<file path="config.mk">
export PLATFORM = sky130hd
export DESIGN_NAME = pfd_master
export DESIGN_NICKNAME = d
export VERILOG_FILES = /design/src/design/pfd_pkg.sv /design/src/design/pfd_master.sv /design/src/design/pfd_fifo.sv
export SDC_FILE = /design/constraint.sdc
export NUM_CORES = 1
export LEC_CHECK = 0
export BUFFER_PORTS_ARGS = -buffer_cell sky130_fd_sc_hd__buf_2
export CAP_MARGIN = 25
export CORE_MARGIN = 5
export CORE_UTILIZATION = 40
export CTS_CLUSTER_DIAMETER = 80
export DETAILED_ROUTE_END_ITERATION = 10
export SYNTH_ARGS = -nofsm -noshare
export SYNTH_HDL_FRONTEND = slang
export SYNTH_SLANG_ARGS = --single-unit
</file>
<file path="constraint.sdc">
create_clock -name clock -period 8.15 [get_ports clock]
set_input_delay 0.4075 -clock clock [delete_from_list [all_inputs] [get_ports clock]]
set_output_delay 0.4075 -clock clock [all_outputs]
set_load 0.005 [all_outputs]
</file>
<file path="src/design/pfd_pkg.sv">
// Package of constants and types for the bus-master FIFO and descriptor sequencer
// Notes on behaviour
// - Style zero write-back starts with one access at offset 04h: word two, word one low halves.
// - Style two writes full word two at 08h first, then word one upper half.
// - Microcode requests FIFO transfers; after grant, consecutive cycles run before release.
// - One mastership period: single direction, contiguous ascending addresses.
// - Without bursting, each transfer is one address phase then one data phase.
// - FRAME is deasserted right after every address phase.
// - Reads run until transmit FIFO high mark, writes until receive FIFO drains.
// - Receive data arriving during the period is still moved in that period.
// - Latency timer plays no part in ending non-burst mastership.
// - Bursting only when the read or write burst enable bit for that direction is set.
package pfd_pkg;

	localparam int        DATA_W         = 32;
	localparam int        FIFO_DEPTH     = 8;
	localparam int        FIFO_AW        = 3;
	localparam logic [3:0] CMD_MEM_READ  = 4'h6;
	localparam logic [3:0] CMD_MEM_WRITE = 4'h7;
	localparam logic [3:0] BE_ALL_N      = 4'h0;
	localparam logic [3:0] BE_UPPER_N    = 4'h3;
	localparam logic [31:0] OFS_WORD_ONE = 32'h0000_0004;
	localparam logic [31:0] OFS_WORD_TWO = 32'h0000_0008;
	localparam logic [31:0] ADDR_STEP    = 32'h0000_0004;
	localparam logic [7:0] STYLE_TWO     = 8'h02;
	localparam logic [7:0] STYLE_THREE   = 8'h03;
	localparam logic      RST_PIN_N      = 1'b1;
	localparam logic [FIFO_AW:0] RST_COUNT = 4'h0;

	typedef enum logic [2:0] {
		ST_IDLE = 3'b000,
		ST_REQ  = 3'b001,
		ST_ADDR = 3'b010,
		ST_DATA = 3'b011,
		ST_TURN = 3'b100,
		ST_REL  = 3'b101
	} pfd_state_t;

endpackage

</file>
<file path="src/design/pfd_master.sv">
// Non-burst PCI master sequencer for FIFO data and descriptor write-back
module pfd_master
	import pfd_pkg::*;
(
	input  wire logic         clock,
	input  wire logic         sys_rst,
	input  wire logic         fifo_xfer_request,
	input  wire logic         fifo_xfer_read,
	input  wire logic [31:0]  fifo_xfer_addr,
	input  wire logic         tx_fifo_at_high,
	input  wire logic         burst_read_enable,
	input  wire logic         burst_write_enable,
	input  wire logic         desc_request,
	input  wire logic [31:0]  desc_base,
	input  wire logic [7:0]   software_style_select,
	input  wire logic [31:0]  descriptor_word_one,
	input  wire logic [31:0]  descriptor_word_two,
	input  wire logic [pfd_pkg::DATA_W-1:0] rx_in_data,
	input  wire logic         rx_in_valid,
	output logic              rx_in_ready,
	output logic [31:0]       tx_out_data,
	output logic              tx_out_valid,
	output logic              xfer_done,
	output logic              desc_done,
	output logic              burst_path_select,
	output logic              master_busy,
	output logic              req_n,
	input  wire logic         gnt_n,
	output logic              frame_n,
	output logic              frame_oe_n,
	output logic              irdy_n,
	output logic              irdy_oe_n,
	output logic [31:0]       ad_out,
	input  wire logic [31:0]  ad_in,
	output logic              ad_oe_n,
	output logic [3:0]        cbe_n,
	output logic              cbe_oe_n,
	input  wire logic         trdy_n,
	input  wire logic         stop_n
);
	import pfd_pkg::*;

	// ----------------------------------------
	// Declarations
	// ----------------------------------------
	pfd_state_t  st_reg;
	pfd_state_t  st_next;
	logic        job_desc_reg;
	logic        job_read_reg;
	logic        step_reg;
	logic [31:0] addr_reg;
	logic [31:0] base_reg;
	logic [7:0]  style_reg;
	logic [31:0] one_reg;
	logic [31:0] two_reg;
	logic [31:0] fifo_data;
	logic        fifo_valid;
	logic        fifo_pop;
	logic        burst_dir;
	logic        start_desc;
	logic        start_fifo;
	logic        two_step;
	logic        phase_ok;
	logic        phase_retry;
	logic        more;
	logic        resume_reg;
	logic [31:0] desc_addr;
	logic [31:0] desc_data;
	logic [3:0]  desc_be_n;
	logic [31:0] phase_addr;
	logic [31:0] phase_data;
	logic [3:0]  phase_be_n;

	// ----------------------------------------
	// Receive data buffer
	// ----------------------------------------
	pfd_fifo #(.WIDTH(DATA_W), .DEPTH(FIFO_DEPTH), .AW(FIFO_AW)) u_fifo (
		.clock     (clock),
		.sys_rst   (sys_rst),
		.in_data   (rx_in_data),
		.in_valid  (rx_in_valid),
		.in_ready  (rx_in_ready),
		.out_data  (fifo_data),
		.out_valid (fifo_valid),
		.out_ready (fifo_pop)
	);

	// ----------------------------------------
	// Decode
	// ----------------------------------------
	assign burst_dir   = fifo_xfer_read ? burst_read_enable : burst_write_enable;
	// Quiet cycle after a done pulse, so a request still standing is not retaken
	assign start_desc  = desc_request & ~desc_done & ~xfer_done;
	assign start_fifo  = fifo_xfer_request & ~burst_dir & (fifo_xfer_read | fifo_valid)
		& ~desc_done & ~xfer_done;
	assign two_step    = (style_reg == STYLE_TWO) | (style_reg == STYLE_THREE);
	assign phase_ok    = (st_reg == ST_DATA) & ~trdy_n;
	assign phase_retry = (st_reg == ST_DATA) & trdy_n & ~stop_n;
	assign fifo_pop    = phase_ok & ~job_desc_reg & ~job_read_reg;
	// Period length set by FIFO levels, descriptor style and grant, never by a latency count
	assign more = job_desc_reg ? (two_step & step_reg) :
		job_read_reg ? ~tx_fifo_at_high : fifo_valid;

	// Descriptor write-back order per style
	assign desc_addr = base_reg + ((two_step & ~step_reg) ? OFS_WORD_TWO : OFS_WORD_ONE);
	assign desc_data = two_step ? (step_reg ? one_reg : two_reg) :
		{two_reg[15:0], one_reg[15:0]};
	assign desc_be_n = (two_step & step_reg) ? BE_UPPER_N : BE_ALL_N;

	assign phase_addr = job_desc_reg ? desc_addr : addr_reg;
	assign phase_data = job_desc_reg ? desc_data : fifo_data;
	assign phase_be_n = job_desc_reg ? desc_be_n : BE_ALL_N;

	// ----------------------------------------
	// Sequencer
	// ----------------------------------------
	always_comb begin
		st_next = st_reg;
		case (st_reg)
			ST_IDLE: if (start_desc | start_fifo) st_next = ST_REQ;
			ST_REQ:  if (~gnt_n) st_next = ST_ADDR;
			ST_ADDR: st_next = ST_DATA;
			ST_DATA: begin
				if (phase_ok)
					st_next = ST_TURN;
				else if (phase_retry)
					st_next = ST_REL;
			end
			ST_TURN: st_next = (more & ~gnt_n) ? ST_ADDR : ST_REL;
			ST_REL:  st_next = (job_desc_reg & resume_reg) ? ST_REQ : ST_IDLE;
			default: st_next = ST_IDLE;
		endcase
	end

	always_ff @(posedge clock or posedge sys_rst) begin
		if (sys_rst) begin
			st_reg       <= ST_IDLE;
			job_desc_reg <= 1'b0;
			job_read_reg <= 1'b0;
			step_reg     <= 1'b0;
			addr_reg     <= '0;
			base_reg     <= '0;
			style_reg    <= '0;
			one_reg      <= '0;
			two_reg      <= '0;
			resume_reg   <= 1'b0;
		end else begin
			st_reg <= st_next;
			if (st_reg == ST_IDLE && start_desc) begin
				job_desc_reg <= 1'b1;
				step_reg     <= 1'b0;
				base_reg     <= desc_base;
				style_reg    <= software_style_select;
				one_reg      <= descriptor_word_one;
				two_reg      <= descriptor_word_two;
			end else if (st_reg == ST_IDLE && start_fifo) begin
				job_desc_reg <= 1'b0;
				job_read_reg <= fifo_xfer_read;
				addr_reg     <= fifo_xfer_addr;
			end
			if (phase_ok && job_desc_reg)
				step_reg <= ~step_reg;
			if (phase_ok && !job_desc_reg)
				addr_reg <= addr_reg + ADDR_STEP;
			// Write-back left unfinished by retry or preemption
			if (st_next == ST_REL && st_reg != ST_REL)
				resume_reg <= phase_retry | more;
		end
	end

	// ----------------------------------------
	// Pin and status registers
	// ----------------------------------------
	always_ff @(posedge clock or posedge sys_rst) begin
		if (sys_rst) begin
			req_n             <= RST_PIN_N;
			frame_n           <= RST_PIN_N;
			frame_oe_n        <= RST_PIN_N;
			irdy_n            <= RST_PIN_N;
			irdy_oe_n         <= RST_PIN_N;
			ad_out            <= '0;
			ad_oe_n           <= RST_PIN_N;
			cbe_n             <= '1;
			cbe_oe_n          <= RST_PIN_N;
			tx_out_data       <= '0;
			tx_out_valid      <= 1'b0;
			xfer_done         <= 1'b0;
			desc_done         <= 1'b0;
			burst_path_select <= 1'b0;
			master_busy       <= 1'b0;
		end else begin
			req_n     <= ~(st_next == ST_REQ || st_next == ST_ADDR || st_next == ST_DATA
				|| st_next == ST_TURN);
			frame_n   <= ~(st_next == ST_ADDR);
			frame_oe_n <= ~(st_next == ST_ADDR || st_next == ST_DATA);
			irdy_n    <= ~(st_next == ST_DATA);
			irdy_oe_n <= ~(st_next == ST_ADDR || st_next == ST_DATA);
			cbe_oe_n  <= ~(st_next == ST_ADDR || st_next == ST_DATA);
			if (st_next == ST_ADDR) begin
				ad_out  <= phase_addr;
				ad_oe_n <= 1'b0;
				cbe_n   <= (job_read_reg & ~job_desc_reg) ? CMD_MEM_READ : CMD_MEM_WRITE;
			end else if (st_reg == ST_ADDR) begin
				ad_out  <= phase_data;
				ad_oe_n <= job_read_reg & ~job_desc_reg;
				cbe_n   <= phase_be_n;
			end else if (st_next != ST_DATA) begin
				ad_oe_n <= 1'b1;
			end
			tx_out_valid      <= phase_ok & job_read_reg & ~job_desc_reg;
			tx_out_data       <= ad_in;
			xfer_done         <= (st_reg == ST_REL) & ~job_desc_reg;
			desc_done         <= (st_reg == ST_REL) & job_desc_reg & (st_next == ST_IDLE);
			burst_path_select <= fifo_xfer_request & burst_dir;
			master_busy       <= st_next != ST_IDLE;
		end
	end

	logic [31:0] last_addr_reg;
	logic        in_period_reg;
	always_ff @(posedge clock or posedge sys_rst) begin
		if (sys_rst) begin
			last_addr_reg <= '0;
			in_period_reg <= 1'b0;
		end else begin
			if (!frame_n && !job_desc_reg)
				last_addr_reg <= ad_out;
			in_period_reg <= (st_reg == ST_TURN) | (in_period_reg & st_reg != ST_REL
				& st_reg != ST_IDLE);
		end
	end
endmodule // pfd_master

</file>
<file path="src/design/pfd_fifo.sv">
// Receive data FIFO with registered output stage
module pfd_fifo #(
	parameter int WIDTH = 32,
	parameter int DEPTH = 8,
	parameter int AW    = 3
) (
	input  wire logic             clock,
	input  wire logic             sys_rst,
	input  wire logic [WIDTH-1:0] in_data,
	input  wire logic             in_valid,
	output logic                  in_ready,
	output logic      [WIDTH-1:0] out_data,
	output logic                  out_valid,
	input  wire logic             out_ready
);
	logic [WIDTH-1:0] mem [DEPTH];
	logic [AW-1:0]    wr_ptr_reg;
	logic [AW-1:0]    rd_ptr_reg;
	logic [AW:0]      count_reg;
	logic [AW:0]      count_next;
	logic             push;
	logic             load;

	assign push       = in_valid & in_ready;
	assign load       = (count_reg != '0) & (~out_valid | out_ready);
	assign count_next = count_reg + {{AW{1'b0}}, push} - {{AW{1'b0}}, load};

	always_ff @(posedge clock or posedge sys_rst) begin
		if (sys_rst) begin
			wr_ptr_reg <= '0;
			rd_ptr_reg <= '0;
			count_reg  <= '0;
			in_ready   <= 1'b0;
			out_valid  <= 1'b0;
		end else begin
			wr_ptr_reg <= wr_ptr_reg + AW'(push);
			rd_ptr_reg <= rd_ptr_reg + AW'(load);
			count_reg  <= count_next;
			in_ready   <= count_next != (AW+1)'(DEPTH);
			if (load)
				out_valid <= 1'b1;
			else if (out_ready)
				out_valid <= 1'b0;
		end
	end

	always_ff @(posedge clock) begin
		if (push)
			mem[wr_ptr_reg] <= in_data;
		if (load)
			out_data <= mem[rd_ptr_reg];
	end

endmodule // pfd_fifo

</file>
==> flow_metrics.env, run 1 <==
export IMPL_final_cell_count_no_fill=2587
export IMPL_path_clk_slew_ns=0.06
export IMPL_cts_htree_levels=2
export IMPL_design_area_um2=26800
export IMPL_ys_seq_area_frac=0.658
export IMPL_place_ws_ns=3.84
export IMPL_drive_above_1_share=0.345
export IMPL_reg2reg_depth=13
export IMPL_design_portCount=293
export IMPL_reg2reg_to="u_fifo.in_ready$_DFF_PP0_"
export IMPL_viasPerCell=5.44
export IMPL_period_needed_ns=4.45
export IMPL_regMostFlops="u_fifo.mem"
export IMPL_vias=14100
export IMPL_die_y_um=245
export IMPL_path_class="flip-flop to flip-flop"
export IMPL_holdPathStages=2
export IMPL_post_route_period_util=0.545
export IMPL_clock_sinks=520
export IMPL_crit_family="simple AND/OR/NAND/NOR gates"
export IMPL_async_flop_share=0.446
export IMPL_p_leak_nw=10.2
export IMPL_postCtsSetupBuffers=0
export IMPL_fin_total_pwr_mw=9.62
export IMPL_rr_startpoint="st_reg[1]$_DFF_PP0_"
export IMPL_drt_pre_antenna_iters=5
export IMPL_hold_start="descriptor_word_one[7]"
export IMPL_synth_fp_nets=1691
export IMPL_port_buffers=291
export IMPL_clockBufferDepth=3
export IMPL_place_area_um2=24200
export IMPL_ys_warn_count=0
export IMPL_synth_ff_type="edfxtp_1"
export IMPL_fin_ws_ns=3.70
export IMPL_synth_commonest_cells="edfxtp_1 (288), dfrtp_1 (223), mux2_2 (139)"
export IMPL_routed_top_layer="met5"
export IMPL_setup_viol=0
export IMPL_synth_avg_cell_area_um2=15.0
export IMPL_cp_slowest_cell="or4b_2"
export IMPL_relSlewSlack=0.330
export IMPL_yosys_top_cells_area="edfxtp_1 (39%), dfrtp_1 (25%), mux2_2 (7.1%), mux4_2 (6.6%), mux2i_1 (2.0%)"
export IMPL_cts_root_buf="clkbuf_16"
export IMPL_grt_pass1_wl_um=88300
export IMPL_wl_met3_um=4760
export IMPL_gp_congestion=0.914
export IMPL_rrSetupSlack_ns=3.70
export IMPL_grt_usage=0.193
export IMPL_cp_end_kind="flip-flop"
export IMPL_initial_utilization=0.402
export IMPL_drv_cap=0
export IMPL_routed_wl_met2_um=27800
export IMPL_die_w_um=245
export IMPL_synth_cell_types=77
export IMPL_n_fill_cell=4726
export IMPL_critPathMostFrequentCell="inv_1"
export IMPL_drt_iter0_markers=1073
export IMPL_status="finished, final reports clean"
export IMPL_crit_fanout=34
export IMPL_arrival_ns=4.92
export IMPL_wirelength_um=59300
export IMPL_clk_latency_ns=0.61
export IMPL_synth_most_common_cell="edfxtp_1"
export IMPL_hpwl_um=39000
export IMPL_fmax_mhz=225
export IMPL_hold_path_class="input port to flip-flop"
export IMPL_hold_viol=0
export IMPL_netlist_area_leader_share=0.393
export IMPL_cpPeakStageDelay_ns=0.67
export IMPL_yosys_register_bits=520
export IMPL_dp_cells=2398
export IMPL_overflow=0
export IMPL_drc=0
export IMPL_wire_per_inst_um=22.9
export IMPL_synth_edff_count=288
export IMPL_worst_pin_slew_ns=1.00
export IMPL_ant_nets=0
export IMPL_largest_register_ffs=256
export IMPL_routedLengthMet1_um=24600
export IMPL_fin_tns_setup_ns=0
export IMPL_grt_pass1_vias=14300
export IMPL_dieArea_um2=59800
export IMPL_cellPowerDensity_nw_per_um2=358
export IMPL_worst_ep_required_time_ns=8.62
export IMPL_syn_area_um2=22000
export IMPL_syn_to_final_growth_pct=22.0
export IMPL_grt_max_degree=106
export IMPL_clock_skew_ns=0.0206
export IMPL_yosysTopAreaCell="edfxtp_1"
export IMPL_fp_coreArea_um2=54800
export IMPL_layout_nets=2056
export IMPL_row_count=86
export IMPL_hold_path_endpoint="one_reg[7]$_DFFE_PP0P_"
export IMPL_finalMaxSlewViolations=0
export IMPL_cp_cell_sequence="and4bb_2 -> nand2_1 -> buf_4 -> o21ai_0 -> a21boi_4 -> buf_4 -> ha_1 -> inv_1 -> ha_1 -> inv_1 -> fa_1 -> inv_1 -> or4b_2"
export IMPL_worstSetupStartpointType="flip-flop"
export IMPL_rsz0062_at_grt="no"
export IMPL_numCtsBuffers=56
export IMPL_syn_inst=1465
export IMPL_cts_tree="built"
export IMPL_cp_num_buf_inv=5
export IMPL_antenna_found_initial=11
export IMPL_peakVddDrop_v=0.000181
worst reg2reg max path, delay by kind of cell (launching register included):
family                     cells  cell delay (ns)
buffers and inverters          5             0.86
and+or+nand+nor                3             1.17
adders and majority gates      3             1.00
AOI/OAI and AO/OA              2             0.73
DFF                            1             0.56
worst max-delay path by stage:
stage,cells past startpoint,from,slack [ns],to
floorplan,1,sys_rst,1.40,ad_out[0]$_DFFE_PP0P_
global placement,14,trdy_n,3.85,u_fifo.in_ready$_DFF_PP0_
detailed placement,13,st_reg[1]$_DFF_PP0_,3.84,u_fifo.in_ready$_DFF_PP0_
CTS,13,st_reg[1]$_DFF_PP0_,3.71,u_fifo.in_ready$_DFF_PP0_
global route,13,st_reg[1]$_DFF_PP0_,3.56,u_fifo.in_ready$_DFF_PP0_
finish,13,st_reg[1]$_DFF_PP0_,3.70,u_fifo.in_ready$_DFF_PP0_
layer usage:
metal | up-vias | global-route usage
met5 | - | 0
met4 | 6 | 0.0705
met3 | 102 | 0.0457
met2 | 515 | 0.309
met1 | 7070 | 0.261
li1 | 6376 | -
cells by family (layout without fill, tap and decap cells):
family	after synthesis	count (layout)	synth area share
AOI/OAI and AO/OA	212	212	0.0652
other	0	6	0
muxes	263	263	0.165
xor gates and xnor gates	16	16	0.00637
and+or+nand+nor	326	326	0.0753
DFF	520	520	0.658
buffers and inverters	114	526	0.0220
adders and majority gates	14	14	0.00865
layout by cell type, fill, tap and decap left out, types with 12 or more instances in the layout:
cell / netlist / final
nand2_1: 89 / 88
o211ai_1: 23 / 23
nor2_1: 77 / 70
dfrtp_1: 223 / 219
mux4_2: 64 / 64
ha_1: 12 / 12
buf_4: 4 / 25
buf_2: 21 / 291
mux2_2: 139 / 139
a21oi_1: 52 / 52
o21ai_0: 31 / 31
a31oi_1: 20 / 20
nand3_1: 49 / 49
or4_1: 12 / 12
edfxtp_1: 288 / 288
clkbuf_16: 0 / 56
inv_1: 26 / 25
mux2_1: 16 / 16
dlygate4sd3_1: 0 / 77
clkbuf_1: 50 / 17
o22ai_1: 12 / 12
mux2i_1: 44 / 44
o311ai_0: 19 / 19
layout make-up:
class / count / area [um^2] / area share
Clock inverter: 24 / 235 / 0.00876
Sequential cell: 520 / 14500 / 0.539
Antenna cell: 6 / 15.0 / 0.000559
Clock buffer: 81 / 1580 / 0.0587
Timing Repair Buffer: 394 / 2440 / 0.0910
Inverter: 27 / 109 / 0.00406
Tap cell: 704 / 881 / 0.0328
Multi-Input combinational cell: 831 / 7110 / 0.265
metrics by stage:
stage	hold WS, ns	utilization
after floorplan	0.439	-
after global placement	0.465	0.442
after detailed placement	0.465	0.442
after CTS	0.000319	0.489
after global routing	0.0138	0.490
final	0.0381	0.490
power by group:
| part | internal (mW) | leakage (nW) | switching, mW |
|---|---|---|---|
| registers | 3.54 | 5.36 | 0.694 |
| clock network | 1.44 | 0.877 | 1.05 |
| logic | 1.42 | 4.01 | 1.47 |
repair_timing:
action,CTS,global route
hold endpoints to repair,179,0
resized for setup,0,0
hold buffers,77,0
No activity file was read; power rests on OpenSTA's default activity.
==> run 2: changes to the inputs <==
--- a/config.mk
+++ b/config.mk
@@ -5,6 +5,7 @@
 export SDC_FILE = /design/constraint.sdc
 export NUM_CORES = 1
 export LEC_CHECK = 0
+export ABC_AREA = 1
 export BUFFER_PORTS_ARGS = -buffer_cell sky130_fd_sc_hd__buf_2
 export CAP_MARGIN = 25
 export CORE_MARGIN = 5
==> constraint.sdc (replaced) <==
create_clock -name clock -period 4.47 [get_ports clock]
set_input_delay 0.2235 -clock clock [delete_from_list [all_inputs] [get_ports clock]]
set_output_delay 0.2235 -clock clock [all_outputs]
set_load 0.005 [all_outputs]
==> run 2 against run 1 <==
Net effect:
- sequential share of layout area shrank 3.2 points
- combinational power grew 100%
- maximum frequency grew 37%
- first-iteration DRC count grew 54%
- core utilization grew 2.5 points
- largest cell class unchanged
==> flow_metrics.env, run 2 <==
export IMPL_status="finished, final reports clean"
export IMPL_grt_usage=0.232
export IMPL_final_cell_mix="nand2_1 (666), nor2_1 (335), buf_2 (291), edfxtp_1 (288), dfrtp_1 (221)"
export IMPL_gp_congestion=0.932
export IMPL_path_clk_slew_ns=0.06
export IMPL_hold_viol=0
export IMPL_fmax_mhz=307
export IMPL_drt_iter0_markers=1650
export IMPL_numCtsBuffers=55
export IMPL_setup_viol=0
export IMPL_regMostFlops="u_fifo.mem"
export IMPL_multi_input_area_um2=7080
export IMPL_clockBufferDepth=3
export IMPL_synth_fp_nets=2532
export IMPL_design_portCount=293
export IMPL_dp_cells=3261
export IMPL_grt_pass1_wl_um=109000
export IMPL_synth_avg_cell_area_um2=9.74
export IMPL_p_leak_nw=12.0
export IMPL_rsz0062_at_grt="no"
export IMPL_hold_start="desc_request"
export IMPL_port_buffers=291
export IMPL_ys_warn_count=0
export IMPL_hpwl_um=47500
export IMPL_finalMaxSlewViolations=0
export IMPL_reg2reg_to="u_fifo.in_ready$_DFF_PP0_"
export IMPL_hold_path_endpoint="two_reg[2]$_DFFE_PP0P_"
export IMPL_synth_commonest_cells="nand2_1 (666), nor2_1 (344), edfxtp_1 (288)"
export IMPL_drive_above_1_share=0.158
export IMPL_clk_latency_ns=0.60
export IMPL_ys_seq_area_frac=0.644
export IMPL_clock_sinks=520
export IMPL_cellPowerDensity_nw_per_um2=625
export IMPL_syn_to_final_growth_pct=26.9
export IMPL_die_w_um=247
export IMPL_overflow=0
export IMPL_synth_ff_type="edfxtp_1"
export IMPL_cp_slowest_cell="dfrtp_1"
export IMPL_cts_root_buf="clkbuf_16"
export IMPL_cp_end_kind="flip-flop"
export IMPL_synth_cell_types=42
export IMPL_hold_path_class="input port to flip-flop"
export IMPL_yosys_top_cells_area="edfxtp_1 (39%), dfrtp_1 (25%), nand2_1 (11%), nor2_1 (5.7%), o21ai_0 (4.3%)"
export IMPL_row_count=86
export IMPL_netlist_area_leader_share=0.385
export IMPL_worst_pin_slew_ns=1.01
export IMPL_drt_pre_antenna_iters=7
export IMPL_cts_htree_levels=2
export IMPL_rr_startpoint="st_reg[1]$_DFF_PP0_"
export IMPL_critPathMostFrequentCell="inv_1"
export IMPL_syn_inst=2306
export IMPL_wirelength_um=71800
export IMPL_crit_fanout=10
export IMPL_die_y_um=247
export IMPL_cts_tree="built"
export IMPL_antenna_found_initial=3
export IMPL_syn_area_um2=22500
export IMPL_async_flop_share=0.446
export IMPL_initial_utilization=0.405
export IMPL_holdPathStages=5
export IMPL_final_cell_count_no_fill=3571
export IMPL_synth_most_common_cell="nand2_1"
export IMPL_synth_edff_count=288
export IMPL_period_needed_ns=3.25
export IMPL_ant_nets=0
export IMPL_wire_per_inst_um=20.1
export IMPL_largest_register_ffs=256
export IMPL_yosysTopAreaCell="edfxtp_1"
export IMPL_postCtsSetupBuffers=0
export IMPL_cpPeakStageDelay_ns=0.51
export IMPL_grt_max_degree=111
export IMPL_yosys_register_bits=520
export IMPL_arrival_ns=3.73
export IMPL_clock_skew_ns=0.0159
export IMPL_layout_nets=3002
export IMPL_dieArea_um2=61000
export IMPL_rrSetupSlack_ns=1.22
export IMPL_worstSetupStartpointType="flip-flop"
export IMPL_peakVddDrop_v=0.000357
export IMPL_worst_ep_required_time_ns=4.95
export IMPL_grt_pass1_vias=18400
export IMPL_fp_coreArea_um2=55400
export IMPL_drv_cap=0
export IMPL_post_route_period_util=0.728
export IMPL_drc=0
export IMPL_vias=18400
export IMPL_relSlewSlack=0.329
export IMPL_path_class="flip-flop to flip-flop"
export IMPL_reg2reg_depth=14
export IMPL_cp_cell_sequence="nand3_1 -> nor2_1 -> nand2_1 -> o21ai_0 -> inv_1 -> nor2_2 -> ha_1 -> inv_1 -> ha_1 -> inv_1 -> fa_1 -> inv_1 -> nor3_1 -> nand2_1"
export IMPL_final_common_cell="nand2_1"
export IMPL_fin_tns_setup_ns=0
export IMPL_seq_area_um2=14500
export IMPL_n_fill_cell=4979
export IMPL_viasPerCell=5.14
run 2: worst max-delay path by stage:
| stage | from | endpoint | cells after the start |
|---|---|---|---|
| 2_1_floorplan | st_reg[2]$_DFF_PP0_ | u_fifo.in_ready$_DFF_PP0_ | 15 |
| 4_1_cts | style_reg[5]$_DFFE_PP0P_ | ad_out[11]$_DFFE_PP0P_ | 18 |
| 3_5_place_dp | style_reg[5]$_DFFE_PP0P_ | ad_out[11]$_DFFE_PP0P_ | 18 |
| 5_1_grt | st_reg[1]$_DFF_PP0_ | u_fifo.in_ready$_DFF_PP0_ | 14 |
| 3_3_place_gp | style_reg[5]$_DFFE_PP0P_ | ad_out[11]$_DFFE_PP0P_ | 18 |
| 6_report | st_reg[1]$_DFF_PP0_ | u_fifo.in_ready$_DFF_PP0_ | 14 |
run 2: kinds of logic after synthesis:
logic type,after synthesis,share of synthesized area
xor+xnor,31,0.0121
buf+inv,232,0.0419
fa+ha+maj,14,0.00847
flops,520,0.644
simple gates,1172,0.209
compound gates,337,0.0848
run 2: worst max-delay path, delay by kind of cell (launching register included):
kind | cells | cell delay, ns
adder cells (fa/ha/maj) | 3 | 0.88
flip-flops | 1 | 0.51
AND/OR/NAND/NOR | 6 | 1.08
buffers and inverters | 4 | 0.26
AO/OA/AOI/OAI | 1 | 0.40
run 2: timing repair:
item,CTS,global route
hold buffers,205,0
hold endpoints to repair,463,0
resized for setup,0,0
run 2: per-stage QoR:
step           cell area [um^2]  utilization  setup WS, ns  hold slack, ns  total power [mW]
5_1_grt                   28500        0.515         0.932           0.112              18.9
4_1_cts                   28500        0.514          1.23          0.0674              17.9
2_1_floorplan             22500            -         0.286           0.255              10.9
3_3_place_gp              24600        0.445          1.26           0.332              13.0
3_5_place_dp              24600        0.445          1.24           0.333              13.2
6_report                  28500        0.515          1.22           0.101              17.8
run 2: area by class of cell:
cell class	count	area share
Sequential cell	520	0.507
Timing Repair Buffer	524	0.132
Clock inverter	18	0.00689
Clock buffer	83	0.0558
Multi-Input combinational cell	1554	0.248
Tap cell	748	0.0328
Antenna cell	3	0.000263
Inverter	121	0.0161
run 2: power by group:
part	switching, mW	internal, mW
combinational	3.99	1.90
clock	1.86	2.68
sequential	0.962	6.42
total	6.81	11.0
run 2: routing by layer:
layer,track usage,share of wire
met1,0.301,0.41
met5,0,0
met3,0.0317,0.059
met4,0.0863,0.039
met2,0.398,0.49
==> run 3: changes to the inputs <==
==> constraint.sdc (replaced) <==
create_clock -name clock -period 2.6 [get_ports clock]
set_input_delay 0.13 -clock clock [delete_from_list [all_inputs] [get_ports clock]]
set_output_delay 0.13 -clock clock [all_outputs]
set_load 0.005 [all_outputs]
==> run 3 against run 2 <==
Net effect:
- core utilization is 1.2 points higher
- cell count up 1.3%
- sequential power is 72% higher
- largest cell class unchanged
- register-to-register slack got worse by 1.1 ns
==> flow_metrics.env, run 3 (synthesized netlist as in run 2, its figures left out) <==
export IMPL_arrival_ns=2.97
export IMPL_peakVddDrop_v=0.000653
export IMPL_worst_ep_required_time_ns=3.09
export IMPL_numCtsBuffers=56
export IMPL_cts_tree="built"
export IMPL_vias=18500
export IMPL_worstSetupStartpointType="flip-flop"
export IMPL_antenna_found_initial=2
export IMPL_drt_iter0_markers=1521
export IMPL_worst_pin_slew_ns=0.669
export IMPL_die_y_um=247
export IMPL_crit_cells=15
export IMPL_hold_path_class="input port to flip-flop"
export IMPL_p_leak_nw=12.3
export IMPL_place_ws_ns=0.0377
export IMPL_reg2reg_depth=15
export IMPL_design_portCount=293
export IMPL_drive_above_1_share=0.180
export IMPL_finalMaxSlewViolations=0
export IMPL_cp_cell_sequence="inv_2 -> nand3_4 -> nor2_4 -> nand2_4 -> o21ai_4 -> inv_2 -> nor2_4 -> ha_4 -> inv_1 -> ha_2 -> inv_1 -> fa_2 -> inv_1 -> nor3_2 -> nand2_1"
export IMPL_wire_per_inst_um=20.1
export IMPL_path_clk_slew_ns=0.06
export IMPL_viasPerCell=5.12
export IMPL_grt_pass1_vias=18500
export IMPL_layout_nets=3048
export IMPL_fin_ws_ns=0.119
export IMPL_regMostFlops="u_fifo.mem"
export IMPL_drv_cap=0
export IMPL_fin_total_pwr_mw=30.9
export IMPL_cts_htree_levels=2
export IMPL_drc=0
export IMPL_clockBufferDepth=3
export IMPL_holdPathStages=5
export IMPL_cp_num_buf_inv=5
export IMPL_ant_nets=0
export IMPL_port_buffers=291
export IMPL_crit_family="adder cells"
export IMPL_cpPeakStageDelay_ns=0.51
export IMPL_grt_max_degree=130
export IMPL_grt_usage=0.233
export IMPL_status="finished, final reports clean"
export IMPL_fp_coreArea_um2=55400
export IMPL_clock_skew_ns=0.0169
export IMPL_wirelength_um=72600
export IMPL_die_w_um=247
export IMPL_cp_end_kind="flip-flop"
export IMPL_row_count=86
export IMPL_final_cell_mix="nand2_1 (662), nor2_1 (326), buf_2 (291), edfxtp_1 (288), dfrtp_1 (221)"
export IMPL_hold_viol=0
export IMPL_overflow=0
export IMPL_clock_sinks=520
export IMPL_crit_fanout=3
export IMPL_setup_viol=0
export IMPL_syn_to_final_growth_pct=29.8
export IMPL_hpwl_um=47900
export IMPL_relSlewSlack=0.550
export IMPL_grt_pass1_wl_um=109000
export IMPL_cp_slowest_cell="fa_2"
export IMPL_path_class="flip-flop to flip-flop"
export IMPL_cellPowerDensity_nw_per_um2=1060
export IMPL_initial_utilization=0.405
export IMPL_post_route_period_util=0.954
export IMPL_cts_root_buf="clkbuf_16"
export IMPL_largest_register_ffs=256
export IMPL_fmax_mhz=403
export IMPL_dieArea_um2=61000
export IMPL_gp_congestion=0.906
export IMPL_rsz0062_at_grt="yes"
export IMPL_final_common_cell="nand2_1"
export IMPL_period_needed_ns=2.48
export IMPL_critPathMostFrequentCell="inv_1"
export IMPL_clk_latency_ns=0.61
export IMPL_drt_pre_antenna_iters=6
==> run 3: area by class of cell <==
type                    count  area [um^2]
well taps                 748          936
inverters                 121          460
flip-flops and latches    520        14500
diodes                      1         2.50
multi-input cells        1554         7210
clock buffers              72         1500
clock inverters            33          302
repair buffers            569         4280
fillers                  4975        26300
==> run 3: metal layers <==
layer | track usage | vias to the layer above | share of wire
li1 | - | 8757 | -
met4 | 0.0684 | 2 | 0.029
met3 | 0.0286 | 121 | 0.055
met1 | 0.317 | 9092 | 0.43
met2 | 0.396 | 563 | 0.49
met5 | 0 | - | 0.00018
==> run 3: per-stage QoR <==
step            util  hold WS, ns  instances  area, um^2  TNS [ns]
3_5_place_dp   0.453        0.240       3299       25100         0
4_1_cts        0.523       0.0270       3610       29000         0
5_1_grt        0.526       0.0955       3618       29200   -0.0895
2_1_floorplan      -        0.161       2306       22500   -125.45
3_3_place_gp   0.453        0.239       3299       25100         0
6_report       0.526       0.0698       3618       29200         0
==> run 3: path summary, 6_finish.rpt <==
check	slack [ns]	from	to
setup / recovery	0.12	st_reg[2]$_DFF_PP0_	u_fifo.in_ready$_DFF_PP0_
hold / removal	0.07	gnt_n	st_reg[1]$_DFF_PP0_
setup reg to reg	0.12	st_reg[2]$_DFF_PP0_	u_fifo.in_ready$_DFF_PP0_
hold reg to reg	0.45	cbe_n[3]$_DFFE_PP1P_	cbe_n[3]$_DFFE_PP1P_
max in group asynchronous	1.24	sys_rst	addr_reg[6]$_DFFE_PP0P_
min in group asynchronous	0.58	sys_rst	tx_out_data[14]$_DFF_PP0_
==> run 3: power by group <==
part | total, mW | switching (mW) | internal (mW)
clock network | 7.82 | 3.34 | 4.49
logic | 10.4 | 6.83 | 3.54
registers | 12.7 | 1.65 | 11.0
==> run 3: timing repair <==
action / in CTS / in global routing
setup buffers: 0 / 5
resized for setup: 1 / 24
pin swaps: 0 / 7
endpoints found under the hold margin: 454 / 1
setup endpoints to repair: 1 / 22
hold buffers: 206 / 1
==> run 3: worst register-to-register path: cells and delay by family, from the launching register on <==
family	cells	cell delay, ns
compound gates	1	0.16
flops	1	0.39
simple gates	6	0.63
fa+ha+maj	3	0.88
buf+inv	5	0.30
